==> config.mk <==
export PLATFORM = sky130hd
export DESIGN_NAME = prio_regs
export DESIGN_NICKNAME = d
export VERILOG_FILES = /design/src/logic/prio_regs_pkg.sv /design/src/logic/axil_reg_port.sv /design/src/logic/prio_regs.sv
export SDC_FILE = /design/constraint.sdc
export NUM_CORES = 1
export LEC_CHECK = 0
export ABC_AREA = 1
export BUFFER_PORTS_ARGS = -buffer_cell sky130_fd_sc_hd__buf_2
export CORE_MARGIN = 2
export CORE_UTILIZATION = 45
export CTS_CLUSTER_SIZE = 16
export DETAILED_ROUTE_END_ITERATION = 12
export GPL_ROUTABILITY_DRIVEN = 0
export PLACE_DENSITY_LB_ADDON = 0.12
export SLEW_MARGIN = 10
export SYNTH_ARGS = -nofsm -noshare
export SYNTH_HDL_FRONTEND = slang
export SYNTH_SLANG_ARGS = --single-unit
==> constraint.sdc <==
create_clock -name aclk -period 1.5 [get_ports aclk]
set_input_delay 0.15 -clock aclk [delete_from_list [all_inputs] [get_ports aclk]]
set_output_delay 0.15 -clock aclk [all_outputs]
set_load 0.02 [all_outputs]
==> src/logic/prio_regs_pkg.sv <==
// package: map, field layout, reset values and carriers of the priority bank
package prio_regs_pkg;
  // ****************
  // sizes
  // ****************
  localparam int N_SRC   = 19;
  localparam int N_REG   = 6;
  localparam int ADDR_W  = 8;
  localparam int FIELD_W = 3;
  localparam int HALF_W  = 16;

  // ****************
  // register byte offsets
  // ****************
  localparam logic [ADDR_W-1:0] REG_OFS [N_REG] = '{8'h00, 8'h04, 8'h08, 8'h0c, 8'h10, 8'h14};

  // ****************
  // field values and bus answers
  // ****************
  localparam logic [FIELD_W-1:0] FIELD_RESET = 3'h4;
  localparam logic [FIELD_W-1:0] LEVEL_OFF   = 3'h0;
  localparam logic [FIELD_W-1:0] LEVEL_LOW   = 3'h1;
  localparam logic [FIELD_W-1:0] LEVEL_TOP   = 3'h7;
  localparam logic [1:0]         RESP_OKAY   = 2'h0;
  localparam logic [1:0]         RESP_SLVERR = 2'h2;
  localparam logic [15:0]        HI_ZERO     = 16'h0000;

  // ****************
  // source placement: register index and field lsb per source
  // ****************
  localparam int SRC_CAN_EVENT = 8;
  localparam int SRC_CAN_RX    = 9;
  localparam logic [2:0] SRC_REG [N_SRC] = '{3'h0, 3'h0, 3'h0, 3'h0, 3'h1, 3'h1, 3'h1, 3'h1, 3'h2, 3'h2,
                                             3'h2, 3'h2, 3'h3, 3'h3, 3'h3, 3'h4, 3'h4, 3'h5, 3'h5};
  localparam int SRC_LSB [N_SRC] = '{12, 8, 4, 0, 12, 8, 4, 0, 12, 8, 4, 0, 8, 4, 0, 8, 4, 8, 4};

  // ****************
  // carriers
  // ****************
  typedef struct packed {
    logic              en;
    logic [2:0]        idx;
    logic [HALF_W-1:0] data;
    logic [1:0]        strb;
  } reg_wr_t;

  typedef struct packed {
    logic       hit;
    logic [2:0] idx;
  } reg_sel_t;

  // word address to register index, miss on anything else
  function automatic reg_sel_t decode_addr(input logic [ADDR_W-1:0] addr);
    reg_sel_t sel;
    sel = '0;
    for (int i = 0; i < N_REG; i++) begin
      if (addr == REG_OFS[i]) begin
        sel.hit = 1'b1;
        sel.idx = 3'(i);
      end
    end
    return sel;
  endfunction : decode_addr

  // field code to level: linear, code zero disables, absent source disabled
  function automatic logic [FIELD_W-1:0] prio_level(input logic [FIELD_W-1:0] code, input logic present);
    return present ? code : LEVEL_OFF;
  endfunction : prio_level
endpackage : prio_regs_pkg

==> src/logic/axil_reg_port.sv <==
// module: axi4-lite slave port that turns bus cycles into register strobes
`timescale 1ns/1ns
module axil_reg_port (
  // clock and reset
  input  wire logic                          aclk,
  input  wire logic                          aresetn,
  // write channels
  input  wire logic [prio_regs_pkg::ADDR_W-1:0] s_axi_awaddr,
  input  wire logic                          s_axi_awvalid,
  output logic                               s_axi_awready,
  input  wire logic [31:0]                   s_axi_wdata,
  input  wire logic [3:0]                    s_axi_wstrb,
  input  wire logic                          s_axi_wvalid,
  output logic                               s_axi_wready,
  output logic [1:0]                         s_axi_bresp,
  output logic                               s_axi_bvalid,
  input  wire logic                          s_axi_bready,
  // read channels
  input  wire logic                          s_axi_arvalid,
  output logic                               s_axi_arready,
  output logic [31:0]                        s_axi_rdata,
  output logic [1:0]                         s_axi_rresp,
  output logic                               s_axi_rvalid,
  input  wire logic                          s_axi_rready,
  // register side
  input  wire prio_regs_pkg::reg_sel_t       rd_sel,
  input  wire logic [15:0]                   rd_word,
  output prio_regs_pkg::reg_wr_t             wr
);
  typedef struct packed {
    logic                          awready;
    logic                          wready;
    logic                          aw_held;
    logic [prio_regs_pkg::ADDR_W-1:0] aw_addr;
    logic                          w_held;
    logic [15:0]                   w_data;
    logic [1:0]                    w_strb;
    logic                          bvalid;
    logic [1:0]                    bresp;
    logic                          arready;
    logic                          rvalid;
    logic [31:0]                   rdata;
    logic [1:0]                    rresp;
  } port_state_t;

  port_state_t s_ff, nxt_s;
  prio_regs_pkg::reg_sel_t wsel;

  // channel handshakes, write commit once both halves are held
  always_comb begin
    nxt_s = s_ff;
    wr    = '0;
    wsel  = prio_regs_pkg::decode_addr(s_ff.aw_addr);
    if (s_axi_awvalid && s_ff.awready) begin
      nxt_s.aw_held = 1'b1;
      nxt_s.aw_addr = s_axi_awaddr;
    end
    if (s_axi_wvalid && s_ff.wready) begin
      nxt_s.w_held = 1'b1;
      nxt_s.w_data = s_axi_wdata[15:0];
      nxt_s.w_strb = s_axi_wstrb[1:0];
    end
    if (s_ff.bvalid && s_axi_bready) nxt_s.bvalid = 1'b0;
    if (s_ff.aw_held && s_ff.w_held && !s_ff.bvalid) begin
      wr.en         = wsel.hit;
      wr.idx        = wsel.idx;
      wr.data       = s_ff.w_data;
      wr.strb       = s_ff.w_strb;
      nxt_s.bvalid  = 1'b1;
      nxt_s.bresp   = wsel.hit ? prio_regs_pkg::RESP_OKAY : prio_regs_pkg::RESP_SLVERR;
      nxt_s.aw_held = 1'b0;
      nxt_s.w_held  = 1'b0;
    end
    nxt_s.awready = !nxt_s.aw_held;
    nxt_s.wready  = !nxt_s.w_held;
    if (s_ff.rvalid && s_axi_rready) begin
      nxt_s.rvalid  = 1'b0;
      nxt_s.arready = 1'b1;
    end
    if (s_axi_arvalid && s_ff.arready) begin
      nxt_s.rvalid  = 1'b1;
      nxt_s.arready = 1'b0;
      nxt_s.rdata   = {prio_regs_pkg::HI_ZERO, rd_sel.hit ? rd_word : prio_regs_pkg::HI_ZERO};
      nxt_s.rresp   = rd_sel.hit ? prio_regs_pkg::RESP_OKAY : prio_regs_pkg::RESP_SLVERR;
    end
  end

  // state register
  always_ff @(posedge aclk) begin
    if (!aresetn) begin
      s_ff <= '{awready: 1'b1, wready: 1'b1, arready: 1'b1, default: '0};
    end else begin
      s_ff <= nxt_s;
    end
  end

  assign s_axi_awready = s_ff.awready;
  assign s_axi_wready  = s_ff.wready;
  assign s_axi_bvalid  = s_ff.bvalid;
  assign s_axi_bresp   = s_ff.bresp;
  assign s_axi_arready = s_ff.arready;
  assign s_axi_rvalid  = s_ff.rvalid;
  assign s_axi_rdata   = s_ff.rdata;
  assign s_axi_rresp   = s_ff.rresp;
endmodule : axil_reg_port

==> src/logic/prio_regs.sv <==
// module: bank of six interrupt priority control registers for nineteen sources
`timescale 1ns/1ns

// ****************
// source order on source_flag, source_level and source_req
// ****************
//  0 timer4_priority          1 compare4_priority       2 compare3_priority
//  3 dma_ch2_done_priority    4 uart2_transmit_priority 5 uart2_receive_priority
//  6 ext_irq2_priority        7 timer5_priority         8 can_event_priority
//  9 can_receive_priority    10 spi2_event_priority    11 spi2_error_priority
// 12 capture4_priority       13 capture3_priority      14 dma_ch3_done_priority
// 15 i2c2_master_priority    16 i2c2_slave_priority    17 ext_irq4_priority
// 18 ext_irq3_priority

// Overview of operation
// - field code 111 gives its source level 7, the highest.
// - field code 001 gives its source level 1, the lowest active.
// - field code 000 disables the source; it never requests, whatever its flag.
// - unimplemented bits read zero and ignore writes.
// - reset loads every field with 100, level 4; all fields read and write.
// - register 0: timer4 14-12, compare4 10-8, compare3 6-4, dma ch2 2-0.
// - register 1: uart2 tx 14-12, uart2 rx 10-8, ext irq2 6-4, timer5 2-0.
// - register 2: can event 14-12, can receive 10-8, spi2 event 6-4, spi2 error 2-0.
// - without the can controller both can sources stay disabled.
// - register 3: bits 15-11 empty; capture4 10-8, capture3 6-4, dma ch3 2-0.
// - register 4: i2c2 master 10-8, i2c2 slave 6-4, rest zero.
// - register 5: ext irq4 10-8, ext irq3 6-4, rest zero.
module prio_regs #(
  parameter bit CAN_PRESENT = 1'b1
) (
  // clock and reset
  input  wire logic                                  aclk,
  input  wire logic                                  aresetn,
  // axi4-lite write address and data
  input  wire logic [prio_regs_pkg::ADDR_W-1:0]      s_axi_awaddr,
  input  wire logic [2:0]                            s_axi_awprot,
  input  wire logic                                  s_axi_awvalid,
  output logic                                       s_axi_awready,
  input  wire logic [31:0]                           s_axi_wdata,
  input  wire logic [3:0]                            s_axi_wstrb,
  input  wire logic                                  s_axi_wvalid,
  output logic                                       s_axi_wready,
  // axi4-lite write response
  output logic [1:0]                                 s_axi_bresp,
  output logic                                       s_axi_bvalid,
  input  wire logic                                  s_axi_bready,
  // axi4-lite read
  input  wire logic [prio_regs_pkg::ADDR_W-1:0]      s_axi_araddr,
  input  wire logic [2:0]                            s_axi_arprot,
  input  wire logic                                  s_axi_arvalid,
  output logic                                       s_axi_arready,
  output logic [31:0]                                s_axi_rdata,
  output logic [1:0]                                 s_axi_rresp,
  output logic                                       s_axi_rvalid,
  input  wire logic                                  s_axi_rready,
  // interrupt flags from the peripherals
  input  wire logic [prio_regs_pkg::N_SRC-1:0]       source_flag,
  // to the arbitration logic
  output logic [prio_regs_pkg::N_SRC-1:0][2:0]       source_level,
  output logic [prio_regs_pkg::N_SRC-1:0]            source_req
);
  // ****************
  // state
  // ****************
  typedef struct packed {
    logic [prio_regs_pkg::N_SRC-1:0][2:0] field;
    logic [prio_regs_pkg::N_SRC-1:0][2:0] level;
    logic [prio_regs_pkg::N_SRC-1:0]      req;
  } bank_state_t;

  bank_state_t             s_ff;
  bank_state_t             nxt_s;
  prio_regs_pkg::reg_wr_t  wr;
  prio_regs_pkg::reg_sel_t rd_sel;
  logic [15:0]             rd_word;

  // protection bits carry no meaning here
  logic unused_prot;
  assign unused_prot = ^{s_axi_awprot, s_axi_arprot};

  // a source is present unless it is a can source on a part without can
  function automatic logic src_present(input int i);
    return CAN_PRESENT || (i != prio_regs_pkg::SRC_CAN_EVENT && i != prio_regs_pkg::SRC_CAN_RX);
  endfunction : src_present

  // assemble one register image from the fields; other bits stay zero
  function automatic logic [15:0] reg_image(input logic [2:0] idx,
                                            input logic [prio_regs_pkg::N_SRC-1:0][2:0] f);
    logic [15:0] w;
    w = prio_regs_pkg::HI_ZERO;
    for (int i = 0; i < prio_regs_pkg::N_SRC; i++) begin
      if (prio_regs_pkg::SRC_REG[i] == idx) begin
        w[prio_regs_pkg::SRC_LSB[i] +: 3] = f[i];
      end
    end
    return w;
  endfunction : reg_image

  // ****************
  // bus port
  // ****************
  axil_reg_port u_port (
    .aclk          (aclk),
    .aresetn       (aresetn),
    .s_axi_awaddr  (s_axi_awaddr),
    .s_axi_awvalid (s_axi_awvalid),
    .s_axi_awready (s_axi_awready),
    .s_axi_wdata   (s_axi_wdata),
    .s_axi_wstrb   (s_axi_wstrb),
    .s_axi_wvalid  (s_axi_wvalid),
    .s_axi_wready  (s_axi_wready),
    .s_axi_bresp   (s_axi_bresp),
    .s_axi_bvalid  (s_axi_bvalid),
    .s_axi_bready  (s_axi_bready),
    .s_axi_arvalid (s_axi_arvalid),
    .s_axi_arready (s_axi_arready),
    .s_axi_rdata   (s_axi_rdata),
    .s_axi_rresp   (s_axi_rresp),
    .s_axi_rvalid  (s_axi_rvalid),
    .s_axi_rready  (s_axi_rready),
    .rd_sel        (rd_sel),
    .rd_word       (rd_word),
    .wr            (wr)
  );

  // read image for the address on the read channel
  always_comb begin
    rd_sel  = prio_regs_pkg::decode_addr(s_axi_araddr);
    rd_word = reg_image(rd_sel.idx, s_ff.field);
  end

  // ****************
  // fields, levels and requests
  // ****************
  // field update by byte lane, then level and request from the new field
  always_comb begin
    nxt_s = s_ff;
    for (int i = 0; i < prio_regs_pkg::N_SRC; i++) begin
      if (wr.en && wr.idx == prio_regs_pkg::SRC_REG[i] && wr.strb[prio_regs_pkg::SRC_LSB[i] / 8]) begin
        nxt_s.field[i] = wr.data[prio_regs_pkg::SRC_LSB[i] +: 3];
      end
      nxt_s.level[i] = prio_regs_pkg::prio_level(nxt_s.field[i], src_present(i));
      nxt_s.req[i]   = source_flag[i] && (nxt_s.level[i] != prio_regs_pkg::LEVEL_OFF);
    end
  end

  // state register, every field back to code 100, level 4 except absent can sources at level 0
  always_ff @(posedge aclk) begin
    if (!aresetn) begin
      for (int i = 0; i < prio_regs_pkg::N_SRC; i++) begin
        s_ff.field[i] <= prio_regs_pkg::FIELD_RESET;
        s_ff.level[i] <= src_present(i) ? prio_regs_pkg::FIELD_RESET : prio_regs_pkg::LEVEL_OFF;
      end
      s_ff.req <= '0;
    end else begin
      s_ff <= nxt_s;
    end
  end

  assign source_level = s_ff.level;
  assign source_req   = s_ff.req;

  // disabled source never requests however long its flag stands
  generate
    for (genvar g = 0; g < prio_regs_pkg::N_SRC; g++) begin : g_off

    end
  endgenerate
endmodule : prio_regs

==> summary.txt <==
Floorplan
  – I/O pins: about 200
  – Chip Width: approximately 120 µm
  – Core area: ~12000 µm²
  – Rows: 40
  – Area of the die: 13490 µm²
  – Die Span Y: 116.2 µm
  – Starting Density: 46.54%

Clock network
  – H-tree levels: 4
  – CTS buffer count: 17
  – Clock Pin Slew Worst Setup and Hold Paths: 0.05 ns
  – Root Driver: clkbuf_16
  – Clk_lat worst skew: 0.42 ns
  – Clock Sinks: 119
  – Maximum clock insertion buffer count: 2
  – CTS tree: done

Timing
  – Worst setup slack after layout: -0.3244 ns
  – Tmin final: 1.824 ns
  – Final Skew: around 0.0067 ns
  – # setup viols final: 70
  – Final hold vios: 0
  – RSZ-0062 raised after global routing: yes
  – Fmax: 548.1 MHz
  – Fin. max-slew vios: 0
  – Period utilisation layout: 121.6%

Yosys
  – Syn Inst Count: just over 800
  – Most frequent cells after synthesis: nand2_1, inv_1, dfxtp_1
  – Adder-Cell Fraction of Synth Area: 0%
  – Synth Cell Area: 5660 µm²
  – Post-synthesis mux area share: 0%
  – YS warnings: 0
  – Largest family of logic cells by synthesized area: simple AND/OR/NAND/NOR gates
  – Synth unique cells: 31
  – Asr flop ratio synth: 0%
  – Largest area contributor in the netlist: dfxtp_1
  – Dominant synthesized flop cell: dfxtp_1
  – Xor/xnor share of the synthesized area: 0%
  – Synth Area in Compound Gates: 10.81%
  – Syn avg cell area: slightly below 7 µm²
  – Sequential fraction of the synthesis area: a little over two fifths
  – Synth Register Bits: between 100 and 150
  – Simple logic cell fraction of the synthesized area: ~30%
  – Synth top area share: 42.09%
  – Most frequent cell after synthesis: nand2_1
  – Synth area leaders: dfxtp_1, nand2_1, inv_1
  – Post-synth EDFFs: 0

Detailed routing
  – Final WL: 18110 µm
  – WL/cell: 14.45 µm
  – Vias/cell: ~4.8
  – Via count: 6040
  – First DRT Iteration DRCs: 415
  – # DRC: 0
  – Pre-antenna DRT Iters: 6
  – Antenna viol nets, final: 0

Pwr
  – PD cells: 1021 nW/µm²
  – Leak pwr: 4.316 nW
  – VDD IR-drop max: 0.9072 mV

Worst hold path
  – Hold Crit Depth: 5
  – Worst hold start: source_flag[13]
  – Worst Hold Class: in2reg

Global route
  – Number of global-route vias before repair: 5584
  – Initial antenna violation count: 0
  – First-pass GRT wire length: roughly 27000 µm
  – GRT overflow: 0
  – Tot GR Track Use: between 20 and 30%
  – Largest net degree at the start of global routing: 46

Setup path
  – Crit path launch type: flop
  – CP delay by family, top: simple AND/OR/NAND/NOR gates
  – Crit path launch: u_port.s_ff[63]$_SDFFE_PN0P_
  – Crit path kind: reg2reg
  – CP max FO: 4
  – WP data arrival: 2.15 ns
  – CP required: approximately 1.8 ns
  – CP Depth: 12
  – R2r worst-path depth: 12
  – Critical Path End Type: flop
  – Delay of the slowest critical-path stage: 0.32 ns
  – FF-to-FF Start: u_port.s_ff[63]$_SDFFE_PN0P_
  – Slowest CP cell: dfxtp_2
  – Crit-path cells: nor2_2 -> nand2_2 -> nor2_4 -> inv_2 -> nor3_4 -> inv_2 -> nor2_4 -> nand3b_1 -> nand2_2 -> nand3_2 -> nand2_2 -> inv_2
  – Crit path buf inv count: 3

Finish
  – Design area: 8353 µm²
  – Area of the multi-input gates: 2810 µm²
  – Area delta synth->final: 47.57%
  – Finished Layout Cells: 1253
  – Filler instances: approximately 1100
  – Reg area: 2390 µm²
  – # diodes: 0
  – Share of cells above drive strength 1: between 30% and 40%
  – Nets: 1156

Placement
  – Placed instance area: 6902 µm²
  – Hpwl dp: around 13000 µm
  – Placed cell count: 1179
  – Number of buffers added on ports: 150

Job
  – Maxcap violations: 0

Status
  – Violated checks: negative setup slack
  – Outcome: complete, but fails checks
## path summary, 6_finish.rpt
kind,to,slack [ns]
max,source_req[6]$_SDFF_PN0_,-0.32
min,source_req[13]$_SDFF_PN0_,0.006
max reg2reg,source_req[6]$_SDFF_PN0_,-0.32
min reg2reg,u_port.s_axi_rdata[2]$_SDFFE_PN0P_,0.46
## through the flow
step | hold WS [ns] | total power, mW | util, % | setup TNS [ns] | setup WS [ns]
global route | 0.01594 | 8.779 | 68.68 | -20.45 | -0.4490
CTS | 0.001945 | 8.505 | 67.15 | -7.480 | -0.2333
global placement | 0.3638 | 4.074 | 56.75 | -7.361 | -0.2232
finish | 0.005576 | 8.528 | 68.68 | -12.00 | -0.3244
floorplan | 0.2758 | 3.842 | - | -0.8442 | -0.08002
detailed placement | 0.3691 | 4.081 | 56.75 | -10.47 | -0.2706
## tightest hold or removal path: stages
cell	delay (ns)
buf_2	0.08
nand2_1	0.04
inv_1	0.04
nand2_1	0.05
inv_1	0.04
## logic make-up (layout without fill, tap and decap cells)
logic type / Yosys count / after routing
other: 1 / 22
and+or+nand+nor: 390 / 392
buffers and inverters: 199 / 436
DFF: 119 / 119
AOI/OAI and AO/OA: 116 / 116
## routing by layer
| layer | up-vias | track usage [%] | wire, µm |
|---|---|---|---|
| met5 | - | 0 | 0 |
| met4 | 0 | 8.492 | 338 |
| met3 | 27 | 6.279 | 1106 |
| met2 | 217 | 45.22 | 8664 |
| met1 | 2755 | 34.06 | 7998 |
| li1 | 3041 | - | - |
## report_power, final
part,internal (mW),switching (mW)
logic,0.315,0.527
registers,3.27,0.0584
clock network,2.91,1.45
## registers in the layout, indices dropped and copies added (netlist names)
name and count:
source_level 57, u_port.s_ff 24, source_req 19, u_port.s_axi_rdata 12
u_port.s_axi_arready 1, u_port.s_axi_awready 1, u_port.s_axi_bresp 1, u_port.s_axi_bvalid 1
u_port.s_axi_rresp 1, u_port.s_axi_rvalid 1, u_port.s_axi_wready 1
## area by class of cell
cell class,count,area share (%)
multi-input cells,530,33.64
well taps,168,2.516
clock inverters,7,1.348
flip-flops and latches,119,28.61
repair buffers,270,21.51
clock buffers,25,6.291
inverters,134,6.081
## placed cells by master, fill, tap and decap left out, types with 6 or more instances in the layout
| cell type | n |
|---|---|
| nand3_2 | 10 |
| nand3_1 | 32 |
| o21ai_1 | 6 |
| nand2_1 | 172 |
| buf_4 | 80 |
| buf_6 | 16 |
| dfxtp_1 | 113 |
| a21oi_1 | 41 |
| dlygate4sd3_1 | 21 |
| nor2_1 | 73 |
| inv_1 | 123 |
| dfxtp_2 | 6 |
| nand4_1 | 30 |
| nor2_4 | 11 |
| o21ai_2 | 23 |
| buf_2 | 150 |
| inv_2 | 9 |
| clkbuf_16 | 17 |
| o21ai_0 | 36 |
| clkbuf_8 | 7 |
| nor2_2 | 13 |
| nand2_2 | 30 |
| conb_1 | 22 |
## what timing repair did
item                                   CTS  global route
gates resized for setup                 90            46
setup endpoints to repair               75            78
cloned                                   2             0
pin swaps                                7            18
setup buffers                           14             5
endpoints found under the hold margin   21             0
hold buffers                            21             0
(Power assumes the default switching activity.)
